--- src/odpc_pkg.sv ---
// Package: register map, field layout and reset values of the output driver pop control block
package odpc_pkg;
    // Register offsets as printed; 0x5e is not a multiple of four, so these are indices
    localparam logic [7:0] HP_CTRL_INDEX   = 8'h5a;
    localparam logic [7:0] LINE_CTRL_INDEX = 8'h5e;
    localparam int         ADDR_WIDTH      = 10;
    localparam int         DATA_WIDTH      = 32;
    localparam int         REG_WIDTH       = 16;
    // Byte addresses are four times the index
    localparam logic [ADDR_WIDTH-1:0] HP_CTRL_ADDR   = {HP_CTRL_INDEX, 2'h0};
    localparam logic [ADDR_WIDTH-1:0] LINE_CTRL_ADDR = {LINE_CTRL_INDEX, 2'h0};
    // Field positions inside one channel nibble; left nibble sits at CH_LEFT_BASE
    localparam int BIT_IN_STAGE    = 0;
    localparam int BIT_MID_STAGE   = 1;
    localparam int BIT_OUT_STAGE   = 2;
    localparam int BIT_SHORT_REL   = 3;
    localparam int CH_RIGHT_BASE   = 0;
    localparam int CH_LEFT_BASE    = 4;
    localparam int CH_BITS         = 4;
    localparam int FIELD_BITS      = 8;
    localparam logic [FIELD_BITS-1:0] CTRL_RESET = 8'h00;
    localparam logic [DATA_WIDTH-1:0] UNMAPPED_READ = 32'h0000_0000;
    // Avalon response codes
    localparam logic [1:0] RESP_OKAY   = 2'h0;
    localparam logic [1:0] RESP_SLVERR = 2'h2;
    // Bus slave sequencing
    typedef enum logic [0:0] {ODPC_IDLE, ODPC_ACK} odpc_bus_state_type;
endpackage

--- src/odpc_stage_if.sv ---
// Interface: one channel's four stage controls from the register bank to its driver decode
`timescale 1ns/100ps
interface odpc_stage_if;
    logic [3:0] fields;
    logic       in_on;
    logic       mid_on;
    logic       out_on;
    logic       short_release;
    modport bank (output fields, input in_on, mid_on, out_on, short_release);
    modport drv  (input fields, output in_on, mid_on, out_on, short_release);
endinterface

--- src/odpc_channel.sv ---
// Per-channel stage control flip-flops driving one output driver
`timescale 1ns/100ps
module odpc_channel (
    input  wire logic   ref_clk,
    input  wire logic   sys_rst,
    odpc_stage_if.drv   ch
);
    ////////////////////////////////////////////////////////////////////////
    // Fields go to the stages with no ordering of their own, each through one flop (one edge of delay)
    always_ff @(posedge ref_clk) begin
        if (sys_rst) begin
            ch.in_on         <= 1'h0;
            ch.mid_on        <= 1'h0;
            ch.out_on        <= 1'h0;
            ch.short_release <= 1'h0;
        end else begin
            ch.in_on         <= ch.fields[odpc_pkg::BIT_IN_STAGE];
            ch.mid_on        <= ch.fields[odpc_pkg::BIT_MID_STAGE];
            ch.out_on        <= ch.fields[odpc_pkg::BIT_OUT_STAGE];
            ch.short_release <= ch.fields[odpc_pkg::BIT_SHORT_REL];
        end
    end
endmodule

--- src/odpc_driver_ctrl.sv ---
// Top: output driver pop control register bank on an Avalon-MM slave
`timescale 1ns/100ps
// Behaviour
// - 0x5a bit 7: left headphone short released when 1, shorted when 0
// - 0x5a bit 6: left headphone output stage enable
// - 0x5a bit 5: left headphone intermediate stage enable
// - 0x5a bit 4: left headphone input stage enable
// - 0x5a bits 3..0: same layout for right headphone
// - 0x5e bits 7..4: left line output short release and three stage enables
// - 0x5e bits 3..0: right line output, same order and polarity
// - After reset all fields read 0: stages off, outputs shorted
module odpc_driver_ctrl (
    input  wire logic                             ref_clk,
    input  wire logic                             sys_rst,
    input  wire logic [odpc_pkg::ADDR_WIDTH-1:0]  avs_address,
    input  wire logic                             avs_read,
    input  wire logic                             avs_write,
    input  wire logic [odpc_pkg::DATA_WIDTH-1:0]  avs_writedata,
    input  wire logic [3:0]                       avs_byteenable,
    output logic      [odpc_pkg::DATA_WIDTH-1:0]  avs_readdata,
    output logic                                  avs_waitrequest,
    output logic      [1:0]                       avs_response,
    output logic                                  hp_left_short_release,
    output logic                                  hp_left_out_stage_on,
    output logic                                  hp_left_mid_stage_on,
    output logic                                  hp_left_in_stage_on,
    output logic                                  hp_right_short_release,
    output logic                                  hp_right_out_stage_on,
    output logic                                  hp_right_mid_stage_on,
    output logic                                  hp_right_in_stage_on,
    output logic                                  line_left_short_release,
    output logic                                  line_left_out_stage_on,
    output logic                                  line_left_mid_stage_on,
    output logic                                  line_left_in_stage_on,
    output logic                                  line_right_short_release,
    output logic                                  line_right_out_stage_on,
    output logic                                  line_right_mid_stage_on,
    output logic                                  line_right_in_stage_on
);
    localparam int NUM_CH = 4;

    logic [odpc_pkg::FIELD_BITS-1:0] hp_ctrl_q;
    logic [odpc_pkg::FIELD_BITS-1:0] line_ctrl_q;
    odpc_pkg::odpc_bus_state_type    bus_state_q;
    logic                            hit_hp;
    logic                            hit_line;
    logic                            do_write;

    ////////////////////////////////////////////////////////////////////////
    // Address decode
    assign hit_hp   = (avs_address == odpc_pkg::HP_CTRL_ADDR);
    assign hit_line = (avs_address == odpc_pkg::LINE_CTRL_ADDR);
    // Write commits at the edge where waitrequest is seen low
    assign do_write = avs_write && (bus_state_q == odpc_pkg::ODPC_ACK);

    // Two-phase slave: first cycle stalls, second cycle answers
    always_ff @(posedge ref_clk) begin
        if (sys_rst) begin
            bus_state_q <= odpc_pkg::ODPC_IDLE;
        end else begin
            case (bus_state_q)
                odpc_pkg::ODPC_IDLE: begin
                    if (avs_read || avs_write) begin
                        bus_state_q <= odpc_pkg::ODPC_ACK;
                    end
                end
                odpc_pkg::ODPC_ACK: begin
                    bus_state_q <= odpc_pkg::ODPC_IDLE;
                end
                default: begin
                    bus_state_q <= odpc_pkg::ODPC_IDLE;
                end
            endcase
        end
    end

    // Waitrequest from a flop: low only in the answer cycle
    always_ff @(posedge ref_clk) begin
        if (sys_rst) begin
            avs_waitrequest <= 1'h1;
        end else begin
            avs_waitrequest <= !((bus_state_q == odpc_pkg::ODPC_IDLE) && (avs_read || avs_write));
        end
    end

    // Read data and response prepared while stalled, so they stand when waitrequest drops
    always_ff @(posedge ref_clk) begin
        if (sys_rst) begin
            avs_readdata <= odpc_pkg::UNMAPPED_READ;
            avs_response <= odpc_pkg::RESP_OKAY;
        end else if (bus_state_q == odpc_pkg::ODPC_IDLE) begin
            avs_response <= (hit_hp || hit_line) ? odpc_pkg::RESP_OKAY : odpc_pkg::RESP_SLVERR;
            if (avs_read && hit_hp) begin
                avs_readdata <= {{(odpc_pkg::DATA_WIDTH-odpc_pkg::FIELD_BITS){1'h0}}, hp_ctrl_q};
            end else if (avs_read && hit_line) begin
                avs_readdata <= {{(odpc_pkg::DATA_WIDTH-odpc_pkg::FIELD_BITS){1'h0}}, line_ctrl_q};
            end else begin
                avs_readdata <= odpc_pkg::UNMAPPED_READ; // Unmapped and upper bits read zero
            end
        end
    end

    ////////////////////////////////////////////////////////////////////////
    // Headphone register; only byte lane 0 holds fields
    always_ff @(posedge ref_clk) begin
        if (sys_rst) begin
            hp_ctrl_q <= odpc_pkg::CTRL_RESET;
        end else if (do_write && hit_hp && avs_byteenable[0]) begin
            hp_ctrl_q <= avs_writedata[odpc_pkg::FIELD_BITS-1:0];
        end
    end

    // Line output register; no order checked, software owns the sequence
    always_ff @(posedge ref_clk) begin
        if (sys_rst) begin
            line_ctrl_q <= odpc_pkg::CTRL_RESET;
        end else if (do_write && hit_line && avs_byteenable[0]) begin
            line_ctrl_q <= avs_writedata[odpc_pkg::FIELD_BITS-1:0];
        end
    end

    ////////////////////////////////////////////////////////////////////////
    // One stage-control slice per channel: hp right, hp left, line right, line left
    odpc_stage_if ch_if [NUM_CH] ();
    logic [odpc_pkg::FIELD_BITS*2-1:0] all_fields;
    logic [NUM_CH-1:0] in_v;
    logic [NUM_CH-1:0] mid_v;
    logic [NUM_CH-1:0] out_v;
    logic [NUM_CH-1:0] sr_v;
    assign all_fields = {line_ctrl_q, hp_ctrl_q};

    for (genvar c = 0; c < NUM_CH; c++) begin : g_ch
        assign ch_if[c].fields = all_fields[c*odpc_pkg::CH_BITS +: odpc_pkg::CH_BITS];
        assign in_v[c]  = ch_if[c].in_on;
        assign mid_v[c] = ch_if[c].mid_on;
        assign out_v[c] = ch_if[c].out_on;
        assign sr_v[c]  = ch_if[c].short_release;
        odpc_channel u_ch (
            .ref_clk (ref_clk),
            .sys_rst (sys_rst),
            .ch      (ch_if[c])
        );
    end

    // Driver pins come straight from the slice flops
    assign hp_right_in_stage_on      = in_v[0];
    assign hp_right_mid_stage_on     = mid_v[0];
    assign hp_right_out_stage_on     = out_v[0];
    assign hp_right_short_release    = sr_v[0];
    assign hp_left_in_stage_on       = in_v[1];
    assign hp_left_mid_stage_on      = mid_v[1];
    assign hp_left_out_stage_on      = out_v[1];
    assign hp_left_short_release     = sr_v[1];
    assign line_right_in_stage_on    = in_v[2];
    assign line_right_mid_stage_on   = mid_v[2];
    assign line_right_out_stage_on   = out_v[2];
    assign line_right_short_release  = sr_v[2];
    assign line_left_in_stage_on     = in_v[3];
    assign line_left_mid_stage_on    = mid_v[3];
    assign line_left_out_stage_on    = out_v[3];
    assign line_left_short_release   = sr_v[3];
endmodule

--- config.mk ---
export PLATFORM = sky130hd
export DESIGN_NAME = odpc_driver_ctrl
export DESIGN_NICKNAME = d
export VERILOG_FILES = /design/src/odpc_pkg.sv /design/src/odpc_stage_if.sv /design/src/odpc_channel.sv /design/src/odpc_driver_ctrl.sv
export SDC_FILE = /design/constraint.sdc
export NUM_CORES = 1
export LEC_CHECK = 0
export ABC_CLOCK_PERIOD_IN_PS = 2400
export BUFFER_PORTS_ARGS = -buffer_cell sky130_fd_sc_hd__buf_2
export CAP_MARGIN = 30
export CORE_MARGIN = 3
export CORE_UTILIZATION = 43
export CTS_BUF_LIST = sky130_fd_sc_hd__clkbuf_4 sky130_fd_sc_hd__clkbuf_8
export CTS_CLUSTER_SIZE = 20
export DETAILED_ROUTE_END_ITERATION = 8
export GPL_ROUTABILITY_DRIVEN = 0
export PLACE_DENSITY = 0.76
export SYNTH_ARGS = -nofsm -noshare
export SYNTH_HDL_FRONTEND = slang
export SYNTH_SLANG_ARGS = --single-unit
--- constraint.sdc ---
create_clock -name ref_clk -period 2.4 [get_ports ref_clk]
set_clock_uncertainty 0.05 [all_clocks]
set_input_delay 0.48 -clock ref_clk [delete_from_list [all_inputs] [get_ports ref_clk]]
set_output_delay 0.48 -clock ref_clk [all_outputs]
set_load 0.1 [all_outputs]
# [Yosys cells after proc, flatten, opt, wreduce, memory -nomap -nowiden]
# Index checks and enable logic that the tools add are counted.
[totals] regBits=68 elab_cells=41 input_bits=50 out_inout_bits=51
[classes] reduce_logical=11 n_bitwise=1 mux=5 n_eq_ne=2
[ops] cell="equality test 10 x 9 -> 1 bit, second input constant" n=2
[ops] cell="2-to-1 mux 8 bit" n=2
[ops] cell="logical AND 1 bit" n=8
[ops] cell="logical OR 1 bit" n=2
[ops] cell="2-to-1 mux 2 bit" n=1
[ops] cell="one-hot mux 1 bit (2 select lines)" n=1
[ops] cell="logical NOT 1 bit" n=1
[ops] cell="2-to-1 mux 1 bit" n=1
[ops] cell="NOT 1 bit" n=1

# [Logic depth before layout (Yosys ltp)]
# Gate-level depths: netlist (run 1).
[depth] depth_word=4 mapped_depth=6 ltp_nobuf=4

# [By module]
# From an unflattened synthesis (run 1), not the netlist that was laid out.
[hier_totals] cells_unflattened=162 area_unflattened_um2=1746.7
[modules_own_cells] module="odpc_driver_ctrl" n_inst=1 cells_each=130 area_per_inst_um2=1326.3 seq_area_each_um2=540.5
[modules_own_cells] module="odpc_channel" n_inst=4 cells_each=8 area_per_inst_um2=105.1 seq_area_each_um2=80.1

# [Least setup slack after synthesis (run 1)]
# Ideal clock, no wire load.
[synth_timing] kind="input to register" start="in avs_address[1] in the netlist's numbering" end="reg hp_ctrl_q[6] in the netlist's numbering" t_arrival_ns=1.925 setup_time_ns=0.113 slack_ns=0.312 cell_stages=6 required_time_ns=2.237 n_path_buf=2 path_cell_list="or4b_4 or4_4 buf_6 buf_6 nand2_1 o21ai_2"
[synth_via] elab_chain_len=3
[synth_lines] element="start, declared" line_no="odpc_driver_ctrl.sv:15" source="input wire logic [odpc_pkg::ADDR_WIDTH-1:0] avs_address,"
[synth_lines] element="equality test 10 x 9 -> 1 bit" line_no="odpc_driver_ctrl.sv:51" source="assign hit_hp = (avs_address == odpc_pkg::HP_CTRL_ADDR);"
[synth_lines] element="logical AND 1 bit (2 in a row)" line_no="odpc_driver_ctrl.sv:108" source="end else if (do_write && hit_hp && avs_byteenable[0]) begin"
[synth_lines] element="end signal, assigned" line_no="odpc_driver_ctrl.sv:107" source="hp_ctrl_q <= odpc_pkg::CTRL_RESET;"
[synth_lines] element="end signal, assigned" line_no="odpc_driver_ctrl.sv:109" source="hp_ctrl_q <= avs_writedata[odpc_pkg::FIELD_BITS-1:0];"
[synth_lines] element="end, declared" line_no="odpc_driver_ctrl.sv:42" source="logic [odpc_pkg::FIELD_BITS-1:0] hp_ctrl_q;"
# Every way passes these cells.
# A chain may end at the register's enable or synchronous reset.

# [Worst setup path in the final report (run 1)]
[layout_timing] start="in avs_address[1] in the netlist's numbering" end="reg line_ctrl_q[6] in the netlist's numbering"
[layout_via] elab_chain_len=3
[layout_lines] element="equality test 10 x 9 -> 1 bit" line_no="odpc_driver_ctrl.sv:52" source="assign hit_line = (avs_address == odpc_pkg::LINE_CTRL_ADDR);"
[layout_lines] element="logical AND 1 bit (2 in a row)" line_no="odpc_driver_ctrl.sv:117" source="end else if (do_write && hit_line && avs_byteenable[0]) begin"
[layout_lines] element="end signal, assigned" line_no="odpc_driver_ctrl.sv:116" source="line_ctrl_q <= odpc_pkg::CTRL_RESET;"
[layout_lines] element="end signal, assigned" line_no="odpc_driver_ctrl.sv:118" source="line_ctrl_q <= avs_writedata[odpc_pkg::FIELD_BITS-1:0];"
[layout_lines] element="end, declared" line_no="odpc_driver_ctrl.sv:43" source="logic [odpc_pkg::FIELD_BITS-1:0] line_ctrl_q;"
# Every way passes these cells.

==> impl_metrics.json, run 1 <==
{
  "outcome": "complete, no violations",
  "post_route_cells_drive_above_1_share_pct": 33.63,
  "grtUsageTotal_pct": 13.10,
  "setup.worst_path.class": "primary input to register",
  "rows": 22,
  "drt_drc_violations_left": 0,
  "max_freq_ghz": 0.5308,
  "timing_worst_slew_pin_value_ns": 0.6813,
  "io-pin-count": 101,
  "routed_wire_length_per_instance_um": 11.51,
  "worst-path-max-fanout": 16,
  "cp-end-kind": "register",
  "antenna-diode-count": 0,
  "design.core.area_sq_um": 3771,
  "antenna_left": 0,
  "final-setup-viol-count": 0,
  "worstSkewPairLatency_ns": 0.29,
  "peakVddDrop_mv": 0.2824,
  "timing.slew.headroom_pct": 54.52,
  "cts_tree": "yes",
  "final_wirelength_mm": 3.120,
  "p_total_mw": 1.541,
  "clk_transition_reported_paths_ns": 0.07,
  "synth.yosys.warnings": 0,
  "grt_first_pass_wirelength_mm": 4.988,
  "cts_inserted_buffers": 5,
  "post_drt_via_cell_ratio": 4.483,
  "ctsHoldBuffers": 0,
  "syn-cell-area_sq_um": 1740,
  "worst_setup_path_start_kind": "primary input",
  "route.vias.total": 1215,
  "grt_setup_unrepaired": "false",
  "dp.cells": 263,
  "h-tree-depth": 2,
  "num_clock_sinks": 43,
  "holdCritPathClass": "primary input to register",
  "syn-mean-instance-area_sq_um": 10.00,
  "clockBufferDepth": 2,
  "syn_to_final_growth_pct": 15.60,
  "die_height_um": 69.62,
  "post_synth_num_cell_types": 23,
  "initial_core_util_pct": 46.15,
  "fin_crit_ns": 1.884,
  "most_frequent_standard_cell_in_the_layout_excluding_fill_and_tap_cells": "sky130_fd_sc_hd__buf_2",
  "post_layout_nonfiller_instances": 271,
  "drt_first_iter_violations": 70,
  "netlist_instances": 174,
  "timing.final.crit_share_pct": 78.50,
  "design.die.area_sq_um": 4847,
  "layout.filler_cells": 342,
  "finish.net_count": 272,
  "synth_seq_cells": 43,
  "finalHoldViolCount": 0,
  "drv.max_cap_violation_count": 0,
  "chipWidth_um": 69.62,
  "maxSlewViolCount": 0,
  "grt_start_max_net_pins": 35,
  "final_setup_tns_ns": 0,
  "post_cts.resized_instances": 0,
  "clockRootBuffer": "sky130_fd_sc_hd__clkbuf_8",
  "grt_remaining_overflow": 0,
  "cts_setup_buffers": 0,
  "critPathArrivalTime_ns": 2.02,
  "most-common-layout-cells": "sky130_fd_sc_hd__buf_2, sky130_fd_sc_hd__dfxtp_1, sky130_fd_sc_hd__nor2b_1, sky130_fd_sc_hd__conb_1, sky130_fd_sc_hd__nand2_1",
  "power.leakage_nw": 0.9049,
  "pwr_density_cell_nw_per_um2": 766.1,
  "ys_seq_area_share_pct": 49.46,
  "timing.reg2reg.setup_slack_ns": 0.55,
  "first_pass_iters": 4,
  "place.port_buffers": 48,
  "number_of_antenna_violations_at_the_first_check_in_global_routing": 0,
  "first_global_vias": 1090,
  "cp.required_ns": 2.53
}
[layer usage]
| layer | GRT usage (%) | routed length [um] | vias up |
|---|---|---|---|
| li1 | - | - | 628 |
| met1 | 15.10 | 1302 | 538 |
| met2 | 20.76 | 1500 | 44 |
| met3 | 5.652 | 255 | 5 |
| met4 | 6.383 | 61 | 0 |
| met5 | 0 | 0 | - |
[cell type report]
cell class	instances	area, sq um	share of cell area, %
inverter	1	3.754	0.1866
timing repair buffer	51	262.8	13.06
multi-input combinational	120	720.7	35.82
tap	48	60.06	2.985
sequential	43	860.8	42.79
clock buffer	8	103.9	5.162
[report_power, final]
part	internal [mW]	leakage [nW]	switching, mW	total, mW
clock network	0.273	0.0549	0.219	0.493
logic	0.0377	0.502	0.275	0.313
registers	0.724	0.348	0.0115	0.735
total	1.04	0.905	0.506	1.54
[sequential cells by signal, summed over array words and instances (netlist names)]
signal / count
g_ch.u_ch.ch.mid_on: 4
avs_readdata: 8
avs_response: 1
line_ctrl_q: 8
hp_ctrl_q: 8
g_ch.u_ch.ch.short_release: 4
g_ch.u_ch.ch.out_on: 4
g_ch.u_ch.ch.in_on: 4
avs_waitrequest: 1
bus_state_q: 1
[cells in the mapped netlist (all sizes together)]
| cell | instances | area share, % |
|---|---|---|
| buf | 29 | 13 |
| a221oi | 8 | 4.0 |
| o21ai | 17 | 6.8 |
| nand2b | 9 | 3.2 |
| dfxtp | 43 | 49 |
| nor4 | 3 | 2.8 |
| conb | 1 | 0.22 |
| clkbuf | 5 | 1.1 |
| nand4b | 2 | 1.0 |
| inv | 1 | 0.22 |
| nor3 | 9 | 2.6 |
| or4b | 1 | 0.79 |
| nand4 | 1 | 0.36 |
| nand2 | 17 | 4.1 |
| nor2 | 1 | 0.22 |
| or4 | 2 | 1.1 |
| nor2b | 25 | 9.0 |
[path summary, 6_finish.rpt]
check                                 start                                  endpoint  depth (start not counted)
setup / recovery             avs_address[1]               line_ctrl_q[6]$_SDFFE_PP0P_                          6
hold / removal                    avs_write                avs_waitrequest$_SDFF_PP1_                          2
setup reg to reg     bus_state_q$_SDFF_PP0_               line_ctrl_q[6]$_SDFFE_PP0P_                          5
hold reg to reg   hp_ctrl_q[7]$_SDFFE_PP0P_  g_ch[1].u_ch.ch.short_release$_SDFF_PP0_                          1
[critical path, cell delays in order]
cell,delay (ns)
sky130_fd_sc_hd__buf_2,0.09
sky130_fd_sc_hd__or4b_4,0.59
sky130_fd_sc_hd__or4_1,0.48
sky130_fd_sc_hd__buf_4,0.22
sky130_fd_sc_hd__nand2_1,0.10
sky130_fd_sc_hd__o21ai_2,0.05
[stage by stage]
| stage | setup WS [ns] | util, % | area [sq um] | hold slack [ns] |
|---|---|---|---|---|
| after floorplan | 0.3115 | - | 1831 | 0.4092 |
| after global placement | 0.2190 | 50.60 | 1908 | 0.4216 |
| after detailed placement | 0.2130 | 50.60 | 1908 | 0.4212 |
| after CTS | 0.5269 | 53.35 | 2012 | 0.3448 |
| after global routing | 0.4153 | 53.35 | 2012 | 0.3695 |
| final | 0.5160 | 53.35 | 2012 | 0.3554 |
[cells by family (layout without fill, tap and decap cells)]
logic type	Yosys count	in the layout	synth area share, %
AOI/OAI and AO/OA	25	25	10.86
other	1	25	0.2155
DFF	43	43	49.46
and+or+nand+nor	70	70	25.16
buffers and inverters	35	60	14.31
(Power assumes the default switching activity.)
==> inputs of run 2 (changes only) <==
Settings changed: ABC_CLOCK_PERIOD_IN_PS 2400 to 1900.
Clock period 2.4 ns to 1.9 ns, I/O delays scaled along.
==> run 2 against run 1 <==
Effect of this change: non-clock buffer count is 6 higher; flip-flop and latch count unchanged; wire length up 2.0%; global-route usage shrank 0.40 points; register-to-register slack got worse by 0.05 ns; largest power group unchanged; highest routed layer unchanged; clock-buffer cell count is 2 lower; sequential power increased by 25%; via count up 1.8%; design area increased by 0.87%; combinational power grew 30%; clock power grew 7.1%.
==> impl_metrics.json, run 2 (same netlist as run 1, synthesis figures left out) <==
{
  "postLayoutCoreUtil_pct": 53.82,
  "ff2ff_path_depth": 5,
  "antenna-diode-count": 0,
  "num_clock_sinks": 43,
  "routed_wire_length_per_instance_um": 11.57,
  "cp-end-kind": "register",
  "first_pass_iters": 4,
  "crit_path_max_incr_delay_ns": 0.54,
  "dpl_worst_slack_ns": -0.1353,
  "die_height_um": 69.62,
  "critical_path.n_buffers_inverters": 2,
  "critical_path.cell_chain": "buf_2, or4b_4, or4_1, buf_4, nand2_1, o21ai_2",
  "setup.worst_path.class": "primary input to register",
  "r2r_start": "bus_state_q$_SDFF_PP0_",
  "design_area_sq_um": 2029,
  "reg.largest.list": "avs_readdata x8, hp_ctrl_q x8, line_ctrl_q x8",
  "hpwlAfterDp_mm": 2.371,
  "most-common-layout-cells": "sky130_fd_sc_hd__buf_2, sky130_fd_sc_hd__dfxtp_1, sky130_fd_sc_hd__nor2b_1, sky130_fd_sc_hd__conb_1, sky130_fd_sc_hd__nand2_1",
  "cp.required_ns": 2.04,
  "ctsHoldBuffers": 0,
  "power.leakage_nw": 0.9191,
  "hold-path-endpoint": "avs_waitrequest$_SDFF_PP1_",
  "number_of_antenna_violations_at_the_first_check_in_global_routing": 0,
  "grtUsageTotal_pct": 12.70,
  "timing.slew.headroom_pct": 63.80,
  "timing.reg2reg.setup_slack_ns": 0.50,
  "grt_first_pass_wirelength_mm": 4.850,
  "pwr_density_cell_nw_per_um2": 914.9,
  "design.core.area_sq_um": 3771,
  "cts_tree": "yes",
  "clk_transition_reported_paths_ns": 0.07,
  "worstSkewPairLatency_ns": 0.29,
  "crit_slowest_cell": "sky130_fd_sc_hd__or4b_4",
  "max_freq_ghz": 0.5789,
  "clockBufferDepth": 2,
  "design.die.area_sq_um": 4847,
  "fin_crit_ns": 1.727,
  "outcome": "complete, no violations",
  "final_wirelength_mm": 3.182,
  "initial_core_util_pct": 46.15,
  "maxSlewViolCount": 0,
  "timing_worst_slew_pin_value_ns": 0.5430,
  "rows": 22,
  "first_global_vias": 1116,
  "cts_setup_buffers": 0,
  "finish.net_count": 278,
  "clockRootBuffer": "sky130_fd_sc_hd__clkbuf_8",
  "worstHoldPathCells": 2,
  "peakVddDrop_mv": 0.3399,
  "grt_remaining_overflow": 0,
  "route.vias.total": 1237,
  "critPathArrivalTime_ns": 1.87,
  "post_drt_via_cell_ratio": 4.498,
  "reg_to_reg_endpoint": "line_ctrl_q[2]$_SDFFE_PP0P_",
  "final_critical_path_setup_slack_ns": 0.1727,
  "grt_start_max_net_pins": 35,
  "fin_hold_ws_ns": 0.2540,
  "final-setup-viol-count": 0,
  "drv.max_cap_violation_count": 0,
  "holdCritPathClass": "primary input to register",
  "drt_drc_violations_left": 0,
  "place.port_buffers": 48,
  "drt_first_iter_violations": 48,
  "min_from": "avs_write",
  "grt_setup_unrepaired": "false",
  "timing.final.crit_share_pct": 90.91,
  "finalHoldViolCount": 0,
  "antenna_left": 0,
  "syn_to_final_growth_pct": 16.61,
  "io-pin-count": 101,
  "worst_setup_path_start_kind": "primary input",
  "chipWidth_um": 69.62,
  "placement.cell_area_sq_um": 1953,
  "worst-path-max-fanout": 8,
  "post_route_cells_drive_above_1_share_pct": 34.80,
  "post_cts.resized_instances": 0,
  "top_family_by_delay_on_critical_path": "simple AND/OR/NAND/NOR gates",
  "h-tree-depth": 2,
  "cts_inserted_buffers": 5,
  "layout.filler_cells": 356,
  "most_frequent_standard_cell_in_the_layout_excluding_fill_and_tap_cells": "sky130_fd_sc_hd__buf_2"
}
run 2: final cells by class:
class	instances	area (sq um)	share of cell area, %
clock buffers	6	76.32	3.761
inverters	1	3.754	0.1850
multi-input cells	120	720.7	35.51
flip-flops and latches	43	860.8	42.42
well taps	48	60.06	2.959
repair buffers	57	307.8	15.17
run 2: report_power, final:
part | switching, mW | total [mW] | internal (mW)
Combinational | 0.356 | 0.407 | 0.0510
Sequential | 0.00755 | 0.922 | 0.915
Clock | 0.269 | 0.528 | 0.259
Total | 0.632 | 1.86 | 1.22
run 2: how the worst max path moves through the flow:
stage | startpoint | endpoint | depth (start not counted)
floorplan | avs_address[1] | hp_ctrl_q[6]$_SDFFE_PP0P_ | 6
global placement | avs_address[1] | line_ctrl_q[6]$_SDFFE_PP0P_ | 6
detailed placement | avs_address[1] | line_ctrl_q[2]$_SDFFE_PP0P_ | 6
CTS | avs_address[1] | line_ctrl_q[2]$_SDFFE_PP0P_ | 6
global route | avs_address[1] | avs_readdata[0]$_SDFFE_PP0N_ | 7
finish | avs_address[1] | line_ctrl_q[2]$_SDFFE_PP0P_ | 6
run 2: routing by layer:
metal  global-route usage, %  part of all wire (%)  vias up
met2                   20.66                    47       42
met1                   14.88                    44      548
met5                       0                     0        -
met4                   6.383                   1.9        0
li1                        -                     -      642
met3                   4.203                   6.6        5
run 2: stage by stage:
step,cells,power (mW),setup TNS (ns)
2_1_floorplan,198,1.337,-0.9891
3_3_place_gp,269,1.347,-2.083
3_5_place_dp,269,1.350,-2.413
4_1_cts,275,1.872,0
5_1_grt,275,1.911,0
6_report,275,1.857,0
